### src/logic/sct0_pkg.sv
package sct0_pkg;
  localparam logic [7:0] INS_UPDATE = 8'hd6;
  localparam logic [7:0] INS_SELECT = 8'ha4;
  localparam logic [7:0] INS_GETRSP = 8'hc0;
  localparam logic [7:0] INS_READ = 8'hb0;
  localparam logic [7:0] SW_OK1 = 8'h90;
  localparam logic [7:0] SW_OK2 = 8'h00;
  localparam logic [7:0] SW_MORE = 8'h61;
  localparam logic [7:0] SW_WRONGLEN = 8'h6c;
  localparam logic [7:0] SW_BADP1 = 8'h6b;
  localparam logic [7:0] SW_BADP2 = 8'h00;
  localparam logic [7:0] SW_NOREF1 = 8'h6a;
  localparam logic [7:0] SW_NOREF2 = 8'h86;
  localparam logic [7:0] SEL_P2 = 8'h04;
  localparam logic [7:0] SEL_LEN = 8'h02;
  localparam int RSP_DEPTH = 256;
  localparam int RSP_AW = 8;
  localparam logic [8:0] FULL_LEN = 9'h100;
  typedef enum logic [3:0] {
    SCT_IDLE = 4'b0000,
    SCT_HDR = 4'b0001,
    SCT_ACK = 4'b0010,
    SCT_BODY = 4'b0011,
    SCT_APP = 4'b0100,
    SCT_SEND = 4'b0101,
    SCT_SW1 = 4'b0110,
    SCT_SW2 = 4'b0111,
    SCT_LOAD = 4'b1000
  } sct_state_t;
endpackage : sct0_pkg

### src/logic/sct0_apdu.sv
`timescale 1ns/1ps
// Function
// RULE1: Update-binary header: echo instruction code as procedure byte before taking data.
// RULE2: Completed good case 3 body returns status 90 00.
// RULE3: Invalid second parameter: status 6B 00 or 6A 86 only, no data.
// RULE4: Terminal sends the data body once a procedure byte arrives.
// RULE5: Terminal sends no body when status replaces the procedure byte.
// RULE6: Good case 4 body returns 61 xx, xx the response length.
// RULE7: Failed case 4 body returns a warning or error status only.
// RULE8: Terminal follows 61 xx with get-response, length at most xx.
// RULE9: Warning or application status: terminal sends get-response with length 00.
// RULE10: Any other error: terminal drops the command.
// RULE11: Get-response is handled as a case 2 outgoing command.
// RULE12: Select with P2 04, length 2: echo A4, await two id bytes.
// RULE13: Get-response of full pending length: C0, all data, then 90 00.
// RULE14: Shorter get-response: leading bytes, then 61 with remaining count.
// RULE15: Le too large or 00 below 256 available: answer 6C with available length.
// RULE16: Le equal available, or 00 with 256: send all, then status.
// RULE17: Le below available: send that many, then 61 with remainder.
// RULE18: Abnormal case 2 processing never returns 90 00.
// RULE19: Pending response and remaining count survive until read or new command.
// RULE20: Terminal ends a case 3 command on any status.
module sct0_apdu (
  input wire logic clk_sys,
  input wire logic nrst,
  input wire logic clkEn,
  input wire logic rxValid,
  input wire logic [7:0] rxByte,
  output logic txValid,
  output logic [7:0] txByte,
  input wire logic txReady,
  output logic appStart,
  output logic [7:0] appIns,
  output logic [7:0] appP1,
  output logic [7:0] appP2,
  output logic bodyValid,
  output logic [7:0] bodyByte,
  input wire logic appDone,
  input wire logic appOk,
  input wire logic [7:0] appSw1,
  input wire logic [7:0] appSw2,
  input wire logic rspValid,
  input wire logic [7:0] rspByte,
  output logic busy
);
  import sct0_pkg::*;

  typedef struct packed {
    sct_state_t st;
    logic [2:0] hdrCnt;
    logic [7:0] cla;
    logic [7:0] ins;
    logic [7:0] p1;
    logic [7:0] p2;
    logic [7:0] p3;
    logic [8:0] cnt;
    logic [8:0] pend;
    logic [8:0] rdPtr;
    logic [8:0] wrPtr;
    logic [7:0] sw1;
    logic [7:0] sw2;
    logic txV;
    logic [7:0] txB;
    logic start;
    logic bodyV;
    logic [7:0] bodyB;
  } sct_regs_t;

  sct_regs_t r_q, r_d;
  logic [7:0] rspMem [RSP_DEPTH];
  logic memWe;
  logic [8:0] le;
  logic [7:0] memAddr;
  logic firstRsp;
  logic [8:0] pendLeft;

  // A header field of 00 asks for 256 bytes in outgoing direction
  function automatic logic [8:0] expand_len(input logic [7:0] v);
    expand_len = (v == 8'h00) ? FULL_LEN : {1'b0, v};
  endfunction : expand_len

  function automatic logic [7:0] low_len(input logic [8:0] v);
    low_len = v[7:0];
  endfunction : low_len

  // Holding register can take a byte when empty or when the link takes it now
  function automatic logic slot_free(input logic v, input logic rdy);
    slot_free = !v || rdy;
  endfunction : slot_free

  // Write commands never hand data back, whatever the application offers
  function automatic logic no_rsp(input logic [7:0] ins);
    no_rsp = (ins == INS_UPDATE);
  endfunction : no_rsp

  // Parameter check kept small: only second-parameter values and the select length this block knows
  function automatic logic p2_ok(input logic [7:0] ins, input logic [7:0] p2, input logic [7:0] p3);
    if (ins == INS_SELECT) p2_ok = (p2 == SEL_P2) && (p3 == SEL_LEN);
    else if (ins == INS_GETRSP) p2_ok = (p2 == 8'h00);
    else p2_ok = 1'b1;
  endfunction : p2_ok

  assign le = expand_len(r_q.p3);
  assign pendLeft = r_q.pend - le;
  // First response byte rides on the appDone cycle, so it lands before the load state
  assign firstRsp = (r_q.st == SCT_APP) && appDone && appOk && !no_rsp(r_q.ins);
  assign memAddr = (r_q.st == SCT_LOAD) ? r_q.wrPtr[7:0] : 8'h00;
  assign memWe = clkEn && rspValid && (firstRsp || (r_q.st == SCT_LOAD && r_q.wrPtr != FULL_LEN));

  always_comb begin
    r_d = r_q;
    r_d.start = 1'b0;
    r_d.bodyV = 1'b0;
    if (txReady) begin
      r_d.txV = 1'b0;
    end
    case (r_q.st)
      SCT_IDLE, SCT_HDR: begin
        if (rxValid) begin
          r_d.st = SCT_HDR;
          r_d.hdrCnt = r_q.hdrCnt + 3'd1;
          case (r_q.hdrCnt)
            3'd0: r_d.cla = rxByte;
            3'd1: r_d.ins = rxByte;
            3'd2: r_d.p1 = rxByte;
            3'd3: r_d.p2 = rxByte;
            default: r_d.p3 = rxByte;
          endcase
          if (r_q.hdrCnt == 3'd4) begin
            r_d.hdrCnt = 3'd0;
            r_d.st = SCT_ACK;
          end
        end
      end
      SCT_ACK: begin
        if (!p2_ok(r_q.ins, r_q.p2, r_q.p3)) begin
          r_d.sw1 = SW_BADP1; // see RULE3
          r_d.sw2 = SW_BADP2; // see RULE18
          r_d.st = SCT_SW1;
        end else if (r_q.ins == INS_GETRSP || r_q.ins == INS_READ) begin
          // Outgoing data: get-response treated as case 2, see RULE11
          if (r_q.ins == INS_READ) begin
            r_d.pend = 9'd0;
          end
          if (r_q.pend == 9'd0 || r_q.ins == INS_READ) begin
            r_d.sw1 = SW_NOREF1; // see RULE18
            r_d.sw2 = SW_NOREF2;
            r_d.st = SCT_SW1;
          end else if (le > r_q.pend) begin
            r_d.sw1 = SW_WRONGLEN; // see RULE15
            r_d.sw2 = low_len(r_q.pend);
            r_d.st = SCT_SW1;
          end else begin
            r_d.txV = 1'b1;
            r_d.txB = r_q.ins; // see RULE13
            r_d.cnt = le; // see RULE16
            r_d.st = SCT_SEND;
          end
        end else begin
          // Any other header brings a new command, so pending data dies
          r_d.pend = 9'd0; // see RULE19
          r_d.rdPtr = 9'd0;
          r_d.txV = 1'b1;
          r_d.txB = r_q.ins; // see RULE1
          r_d.cnt = {1'b0, r_q.p3}; // see RULE12
          r_d.start = 1'b1;
          r_d.st = (r_q.p3 == 8'h00) ? SCT_APP : SCT_BODY;
        end
        // Status takes the procedure byte's slot, so every answer starts alike
        if (r_d.st == SCT_SW1) begin
          r_d.txV = 1'b1;
          r_d.txB = r_d.sw1;
          r_d.st = SCT_SW2;
        end
      end
      SCT_BODY: begin
        if (rxValid) begin
          r_d.bodyV = 1'b1;
          r_d.bodyB = rxByte;
          r_d.cnt = r_q.cnt - 9'd1;
          if (r_q.cnt == 9'd1) begin
            r_d.st = SCT_APP;
          end
        end
      end
      SCT_APP: begin
        if (appDone) begin
          r_d.wrPtr = 9'd0;
          if (!appOk) begin
            r_d.sw1 = appSw1; // see RULE7
            r_d.sw2 = appSw2;
            r_d.st = SCT_SW1;
          end else if (no_rsp(r_q.ins) || !rspValid) begin
            r_d.sw1 = SW_OK1; // see RULE2
            r_d.sw2 = SW_OK2;
            r_d.st = SCT_SW1;
          end else begin
            r_d.wrPtr = 9'd1;
            r_d.st = SCT_LOAD;
          end
        end
      end
      SCT_LOAD: begin
        // Response bytes arrive back to back; first gap ends the response
        if (rspValid && r_q.wrPtr != FULL_LEN) begin
          r_d.wrPtr = r_q.wrPtr + 9'd1;
        end else begin
          r_d.pend = r_q.wrPtr;
          r_d.rdPtr = 9'd0;
          r_d.sw1 = SW_MORE; // see RULE6
          r_d.sw2 = low_len(r_q.wrPtr);
          r_d.st = SCT_SW1;
        end
      end
      SCT_SEND: begin
        if (slot_free(r_q.txV, txReady)) begin
          if (r_q.cnt == 9'd0) begin
            r_d.pend = pendLeft;
            if (r_q.pend == le) begin
              r_d.sw1 = SW_OK1; // see RULE13
              r_d.sw2 = SW_OK2;
            end else begin
              r_d.sw1 = SW_MORE; // see RULE14
              r_d.sw2 = low_len(pendLeft); // see RULE17
            end
            r_d.st = SCT_SW1;
          end else begin
            r_d.txV = 1'b1;
            r_d.txB = rspMem[r_q.rdPtr[7:0]];
            r_d.rdPtr = r_q.rdPtr + 9'd1; // see RULE19
            r_d.cnt = r_q.cnt - 9'd1;
          end
        end
      end
      SCT_SW1: begin
        if (slot_free(r_q.txV, txReady)) begin
          r_d.txV = 1'b1;
          r_d.txB = r_q.sw1;
          r_d.st = SCT_SW2;
        end
      end
      SCT_SW2: begin
        if (slot_free(r_q.txV, txReady)) begin
          r_d.txV = 1'b1;
          r_d.txB = r_q.sw2;
          r_d.st = SCT_IDLE;
        end
      end
      default: r_d.st = SCT_IDLE;
    endcase
  end

  always_ff @(posedge clk_sys or negedge nrst) begin
    if (!nrst) begin
      r_q <= '0;
    end else if (clkEn) begin
      r_q <= r_d;
    end
  end

  // Memory left out of reset: contents only count from the read pointer for the pending length
  always_ff @(posedge clk_sys) begin
    if (memWe) begin
      rspMem[memAddr] <= rspByte;
    end
  end

  assign txValid = r_q.txV;
  assign txByte = r_q.txB;
  assign appStart = r_q.start;
  assign appIns = r_q.ins;
  assign appP1 = r_q.p1;
  assign appP2 = r_q.p2;
  assign bodyValid = r_q.bodyV;
  assign bodyByte = r_q.bodyB;
  assign busy = (r_q.st != SCT_IDLE) || r_q.txV;
endmodule : sct0_apdu

### config.mk
export PLATFORM = sky130hd
export DESIGN_NAME = sct0_apdu
export DESIGN_NICKNAME = d
export VERILOG_FILES = /design/src/logic/sct0_pkg.sv /design/src/logic/sct0_apdu.sv
export SDC_FILE = /design/constraint.sdc
export NUM_CORES = 2
export LEC_CHECK = 0
export BUFFER_PORTS_ARGS = -buffer_cell sky130_fd_sc_hd__clkbuf_2
export CELL_PAD_IN_SITES_DETAIL_PLACEMENT = 2
export CELL_PAD_IN_SITES_GLOBAL_PLACEMENT = 2
export CORE_MARGIN = 2
export CORE_UTILIZATION = 50
export DETAILED_ROUTE_END_ITERATION = 6
export PLACE_DENSITY_LB_ADDON = 0.2
export SYNTH_ARGS = -nofsm -noshare
export SYNTH_HDL_FRONTEND = slang
export SYNTH_SLANG_ARGS = --single-unit
### constraint.sdc
create_clock -name clk_sys -period 4.4 [get_ports clk_sys]
set_clock_uncertainty 0.15 [all_clocks]
set_input_delay 0.22 -clock clk_sys [delete_from_list [all_inputs] [get_ports clk_sys]]
set_output_delay 0.22 -clock clk_sys [all_outputs]
set_load 0.02 [all_outputs]
; Yosys cells after proc, flatten, opt, wreduce, memory -nomap -nowiden
; Memories as Yosys holds them, arrays and structs flattened.
; Index checks and enable logic that the tools add are counted.
; W data, S select, Z words.
[classes]
addsub = 5
n_mul = 0
div = 0
n_lt_le_gt_ge = 1
eq_ne = 44
shift = 0
mux = 76
n_bitwise = 1
n_reduce_logical = 46
[op_table]
columns = operator, count
row1 = $mux W9, 19
row2 = $mux W16, 9
row3 = $pmux W16 S4, 1
row4 = $mux W4, 15
row5 = $mux W27, 2
row6 = $pmux W18 S3, 1
row7 = $mux W25, 2
row8 = $mux W8, 6
row9 = $mux W47, 1
row10 = $mux W18, 2
row11 = $pmux W9 S4, 1
row12 = $eq A8 B8 Y1 const B, 4
row13 = $pmux W4 S8, 1
row14 = $pmux W9 S3, 1
row15 = $ne A2 B2 Y1 const B, 12
row16 = $reduce_and A4 Y1, 6
row17 = $reduce_and A7 Y1, 3
row18 = $eq A4 B3 Y1 const B, 5
row19 = $add A9 B1 Y9 const B, 2
row20 = $logic_not A9 Y1, 2
row21 = $pmux W9 S2, 1
row22 = $reduce_and A9 Y1, 2
row23 = $logic_not A8 Y1, 2
row24 = $ne A3 B3 Y1 const B, 5
row25 = other kinds (37), 68
[totals]
ff_bits = 118
latch_bits = 0
mem_bits_rw = 2048
mem_bits_ro = 0
mem_count = 1
[memory_table]
columns = memory, words, word_bits, read_ports, rd_clocked_by_memory_dff, write_ports, line
row1 = rspMem, 256, 8, 1, 0, 1, sct0_apdu.sv:70  ; logic [7:0] rspMem [RSP_DEPTH];

; Logic depth before layout (Yosys ltp)
[logic_depth]
depth_word = 11
mapped_depth = 15
ltp_nobuf = 13

; Worst setup path before layout
; Ideal clock, no wire load.
[synth_timing]
path_kind = register to register
from = register r_q[115] (netlist name)
to = memory rspMem[118][0], enable pin
setup_ns = 0.370
arrival_ns = 2.666
required_time_ns = 3.880
setup_slack_ns = 1.213
path_stages_with_launch = 10
period_less_slack_ns = 3.187
path_cell_list = dfrtp_1 buf_2 nor4b_2 o311ai_1 a21o_1 or2_1 nor3b_1 nand3_1 clkbuf_1 nor2_1
[synth_between]
elab_chain_cells = 8
[synth_lines]
columns = item, line
row1 = from (decl), sct0_apdu.sv:69  ; sct_regs_t r_q, r_d;
row2 = from (signal assigned), sct0_apdu.sv:257  ; r_q <= r_d;
row3 = $eq A4 B3 Y1, sct0_apdu.sv:106  ; assign firstRsp = (r_q.st == SCT_APP) && appDone && appOk && !no_rsp(r_q.ins);
row4 = $logic_and A1 B1 Y1 (3 in a row), sct0_apdu.sv:106
row5 = $logic_or A1 B1 Y1, sct0_apdu.sv:108  ; assign memWe = clkEn && rspValid && (firstRsp || (r_q.st == SCT_LOAD && r_q.wrPtr != FULL_LEN));
row6 = $logic_and A1 B1 Y1, sct0_apdu.sv:108
row7 = $mux W1, sct0_apdu.sv:263  ; if (memWe) begin
row8 = $mux W1 (implied by the code), sct0_apdu.sv:264  ; rspMem[memAddr] <= rspByte;
row9 = to (decl), sct0_apdu.sv:70
; Parallel ways exist; a longest one is shown, timed or not.

; Final worst setup path
[layout_timing]
from = register r_q[48] (netlist name)
to = register r_q (netlist bit txByte[1])
[layout_between]
elab_chain_cells = 4
[layout_lines]
columns = item, line
row1 = $mem_v2 Z256 W8, n/a
row2 = $mux W9, sct0_apdu.sv:217  ; if (r_q.cnt == 9'd0) begin
row3 = $mux W25, sct0_apdu.sv:216  ; if (slot_free(r_q.txV, txReady)) begin
row4 = $pmux W9 S4, sct0_apdu.sv:117  ; case (r_q.st)
; No other way between the ends. The select of a mux whose other input is x is not followed.
; A chain may end at the register's enable or synchronous reset.

==> results.md <==
- Outcome: finished with violations
- Violated checks: hold timing, slew limit, setup timing
- Layout Nets: 4903
- Hold_ws: -66.3 ps
- DP HPWL: 197000 um
- Peak supply drop: 527 uV
- Slew Viols, Final: 82
- Worst slack at placement: 147 ps
- Area grow syn2layout: 16.0%
- FP Rows: 152
- Number of synthesized flops with an enable pin: 2048
- Synth Net Count: 4321
- Fmax: 220 MHz
- GRT Residual Overflow: 0
- Placed cell count: 6798
- Setup CP Type: register to register
- Final setup fails: 1
- Remaining DRCs: 0
- Area leader, netlist: edfxtp_1
- Commonest non-fill, non-tap cells in the layout: edfxtp_1, mux4_2, buf_4
- Number of buffers created by CTS: 219
- IO Port Bufs: 83
- RSZ-0062 raised after global routing: false
- Pwr dens: 521 nW/um^2
- Min-Delay Path Class: primary input to register
- Critical path data required time: 5060 ps
- Crit. End Element: register
- GR peak layer: met2
- Clock Tree Root: clkbuf_16
- Async SR Flop Fraction: 5.05%
- Initial antenna violation count: 18
- Max incr delay on CP: 1120 ps
- Top Ports: 84
- Iteration-0 DRC count of the detailed router: 7747
- RePlAce Congestion: 0.843
- Initial Util: 50.2%
- CTS tree: built
- Router iterations before antenna repair: 6
- Via count: 51400
- Grt met3 use: 8.06%
- Synth cell types: 90
- Die X-Extent: 419 um
- Avg Inst Size Synth: 20.2 sq um
- Clock slew at reported path FFs: 70 ps
- Sequential area share after synthesis: 74.7%
- Proportion of layout cells with a drive suffix above 1: 31.3%
- Max_slew headroom: -14.7%
- Cell family with most CP delay: compound AO/OA/AOI/OAI gates
- Maxcap violations: 0
- Crit path buf inv count: 2
- CP arrival: 5210 ps
- Crit-path slowest cell: a2111oi_0
- Most common cell after layout, fill and taps aside: edfxtp_1
- GR Util met2: 63.0%
- Core Area: 171000 sq um
- Synthesized instance count: 4261
- Fillers: 13900
- # H-tree levels: 4
- Antenna viol nets, final: 0
- Number of global-route vias before repair: 53900
- Post-route insts no fill: 7268
- Seq cells post-synth: 2157
- DR vias/cell: 7.07
- Area of the die: 175000 sq um
- Nature of the critical path startpoint: register
- Largest net degree at the start of global routing: 146
- Worst slew pin tran: 1720 ps
- Synth top area share: 71.5%
- Synth warn: 0
- Crit-path max FO: 21
- Total wire length: 333000 um
- First-pass GRT wire length: 460000 um
- Final hold violation count: 12
- Post-Synthesis Cell Area: 86000 sq um
- Synth area leaders: edfxtp_1, mux4_2, dfrtp_1, nor2_1, mux2i_1
- Main flop type after synthesis: edfxtp_1
- Setup ws final: -155 ps
- Worst-skew pair later-pin latency: 890 ps
- Drt wl/cell: 45.8 um
- Bufs on Longest Clock Path: 3
- CP Cell Sequence: buf_4, clkinv_1, nand2_1, o211ai_1, a2111oi_0, a211o_1
- Clock sink count: 2157
- P_leak: 31.7 nW
- Tot GR Track Use: 38.4%
- Die height: 419 um
- Min Tclk post-route: 4550 ps
- Fin crit share: 104%
- Met1 global-route usage: 48.1%
-- flip-flops by register name, indices dropped and copies added (netlist names) --
name and flops:
appStart 1, bodyByte 8, txValid 1, appIns 8, appP1 8, txByte 8
bodyValid 1, appP2 8, rspMem 2048, r_q 66
-- logic make-up (layout without fill, tap and decap cells) --
logic type | after synthesis | in the layout | synth area share, %
flops | 2157 | 2157 | 74.7
mux | 708 | 708 | 16.5
simple gates | 646 | 646 | 3.34
compound gates | 411 | 411 | 3.18
buf+inv | 314 | 1080 | 1.98
fa+ha+maj | 20 | 20 | 0.300
xor+xnor | 5 | 5 | 0.0509
other cells | 0 | 8 | 0
-- cell usage after synthesis, drive strengths merged (9+ instances only) --
cell	count
a2111oi	9
a211oi	16
a21oi	85
a221oi	9
a22o	13
a22oi	30
a31oi	15
buf	187
clkbuf	96
dfrtp	109
edfxtp	2048
ha	19
inv	29
mux2	53
mux2i	96
mux4	559
nand2	122
nand2b	18
nand3	31
nor2	353
nor2b	21
nor3	29
nor4	11
o211ai	14
o21ai	106
o221ai	20
o22ai	27
o31ai	10
-- worst reg2reg max path: stages, from the launching register on --
cell and delay, ps:
dfrtp_2 510, buf_4 460, clkinv_1 850, nand2_1 870, o211ai_1 250, a2111oi_0 1120, a211o_1 260
-- stage by stage --
| stage | hold WS, ps | total power [mW] | TNS, ps | util (%) | instance area, sq um |
|---|---|---|---|---|---|
| 2_1_floorplan | -226 | 29.3 | 0 | - | 86000 |
| 3_3_place_gp | 28.8 | 31.8 | 0 | 53.7 | 92000 |
| 3_5_place_dp | 27.5 | 32.3 | 0 | 53.7 | 92000 |
| 4_1_cts | 5.23 | 51.9 | 0 | 58.2 | 99700 |
| 5_1_grt | 17.8 | 53.0 | 0 | 58.2 | 99700 |
| 6_report | -66.3 | 51.9 | -155 | 58.3 | 99700 |
-- per-layer routing --
| metal | vias up | part of all wire, % | wire length [um] |
|---|---|---|---|
| met5 | - | 0.025 | 83 |
| met4 | 12 | 6.3 | 21000 |
| met3 | 980 | 9.0 | 29900 |
| met2 | 3767 | 49 | 164000 |
| met1 | 27900 | 35 | 118000 |
| li1 | 18700 | - | - |
-- repair_timing --
item / in CTS / in global routing
endpoints found under the setup margin: 1 / 1
buffers inserted: 5 / 0
endpoints found under the hold margin: 347 / 0
gates resized for setup: 0 / 1
hold buffers: 52 / 0
pin swaps: 0 / 0
-- worst paths after layout --
kind / from / endpoint / slack, ps / depth (start not counted)
worst max register to register: r_q[48] / txByte[1] / -150 / 6
worst max-delay path: r_q[48] / txByte[1] / -150 / 6
worst min-delay path: rspByte[2] / rspMem[185][2] / -70 / 1
min in group asynchronous: nrst / r_q[24] / 340 / 4
worst min register to register: bodyValid / bodyValid / 360 / 1
max in group asynchronous: nrst / bodyByte[1] / 2980 / 4
-- power breakdown --
group          switching [mW]  internal [mW]
registers               0.622           22.8
clock network            8.75           10.8
logic                    5.13           3.78
-- cell type report --
type                       count  area, sq um  area share, %
clock inverter               118         1140           1.15
antenna                        8         20.0         0.0201
multi-input combinational   1790        20100           20.2
tap                         2233         2790           2.80
inverter                      31          116          0.117
clock buffer                 287         6010           6.02
timing repair buffer         644         5240           5.26
sequential                  2157        64200           64.4
(Power assumes the default switching activity.)
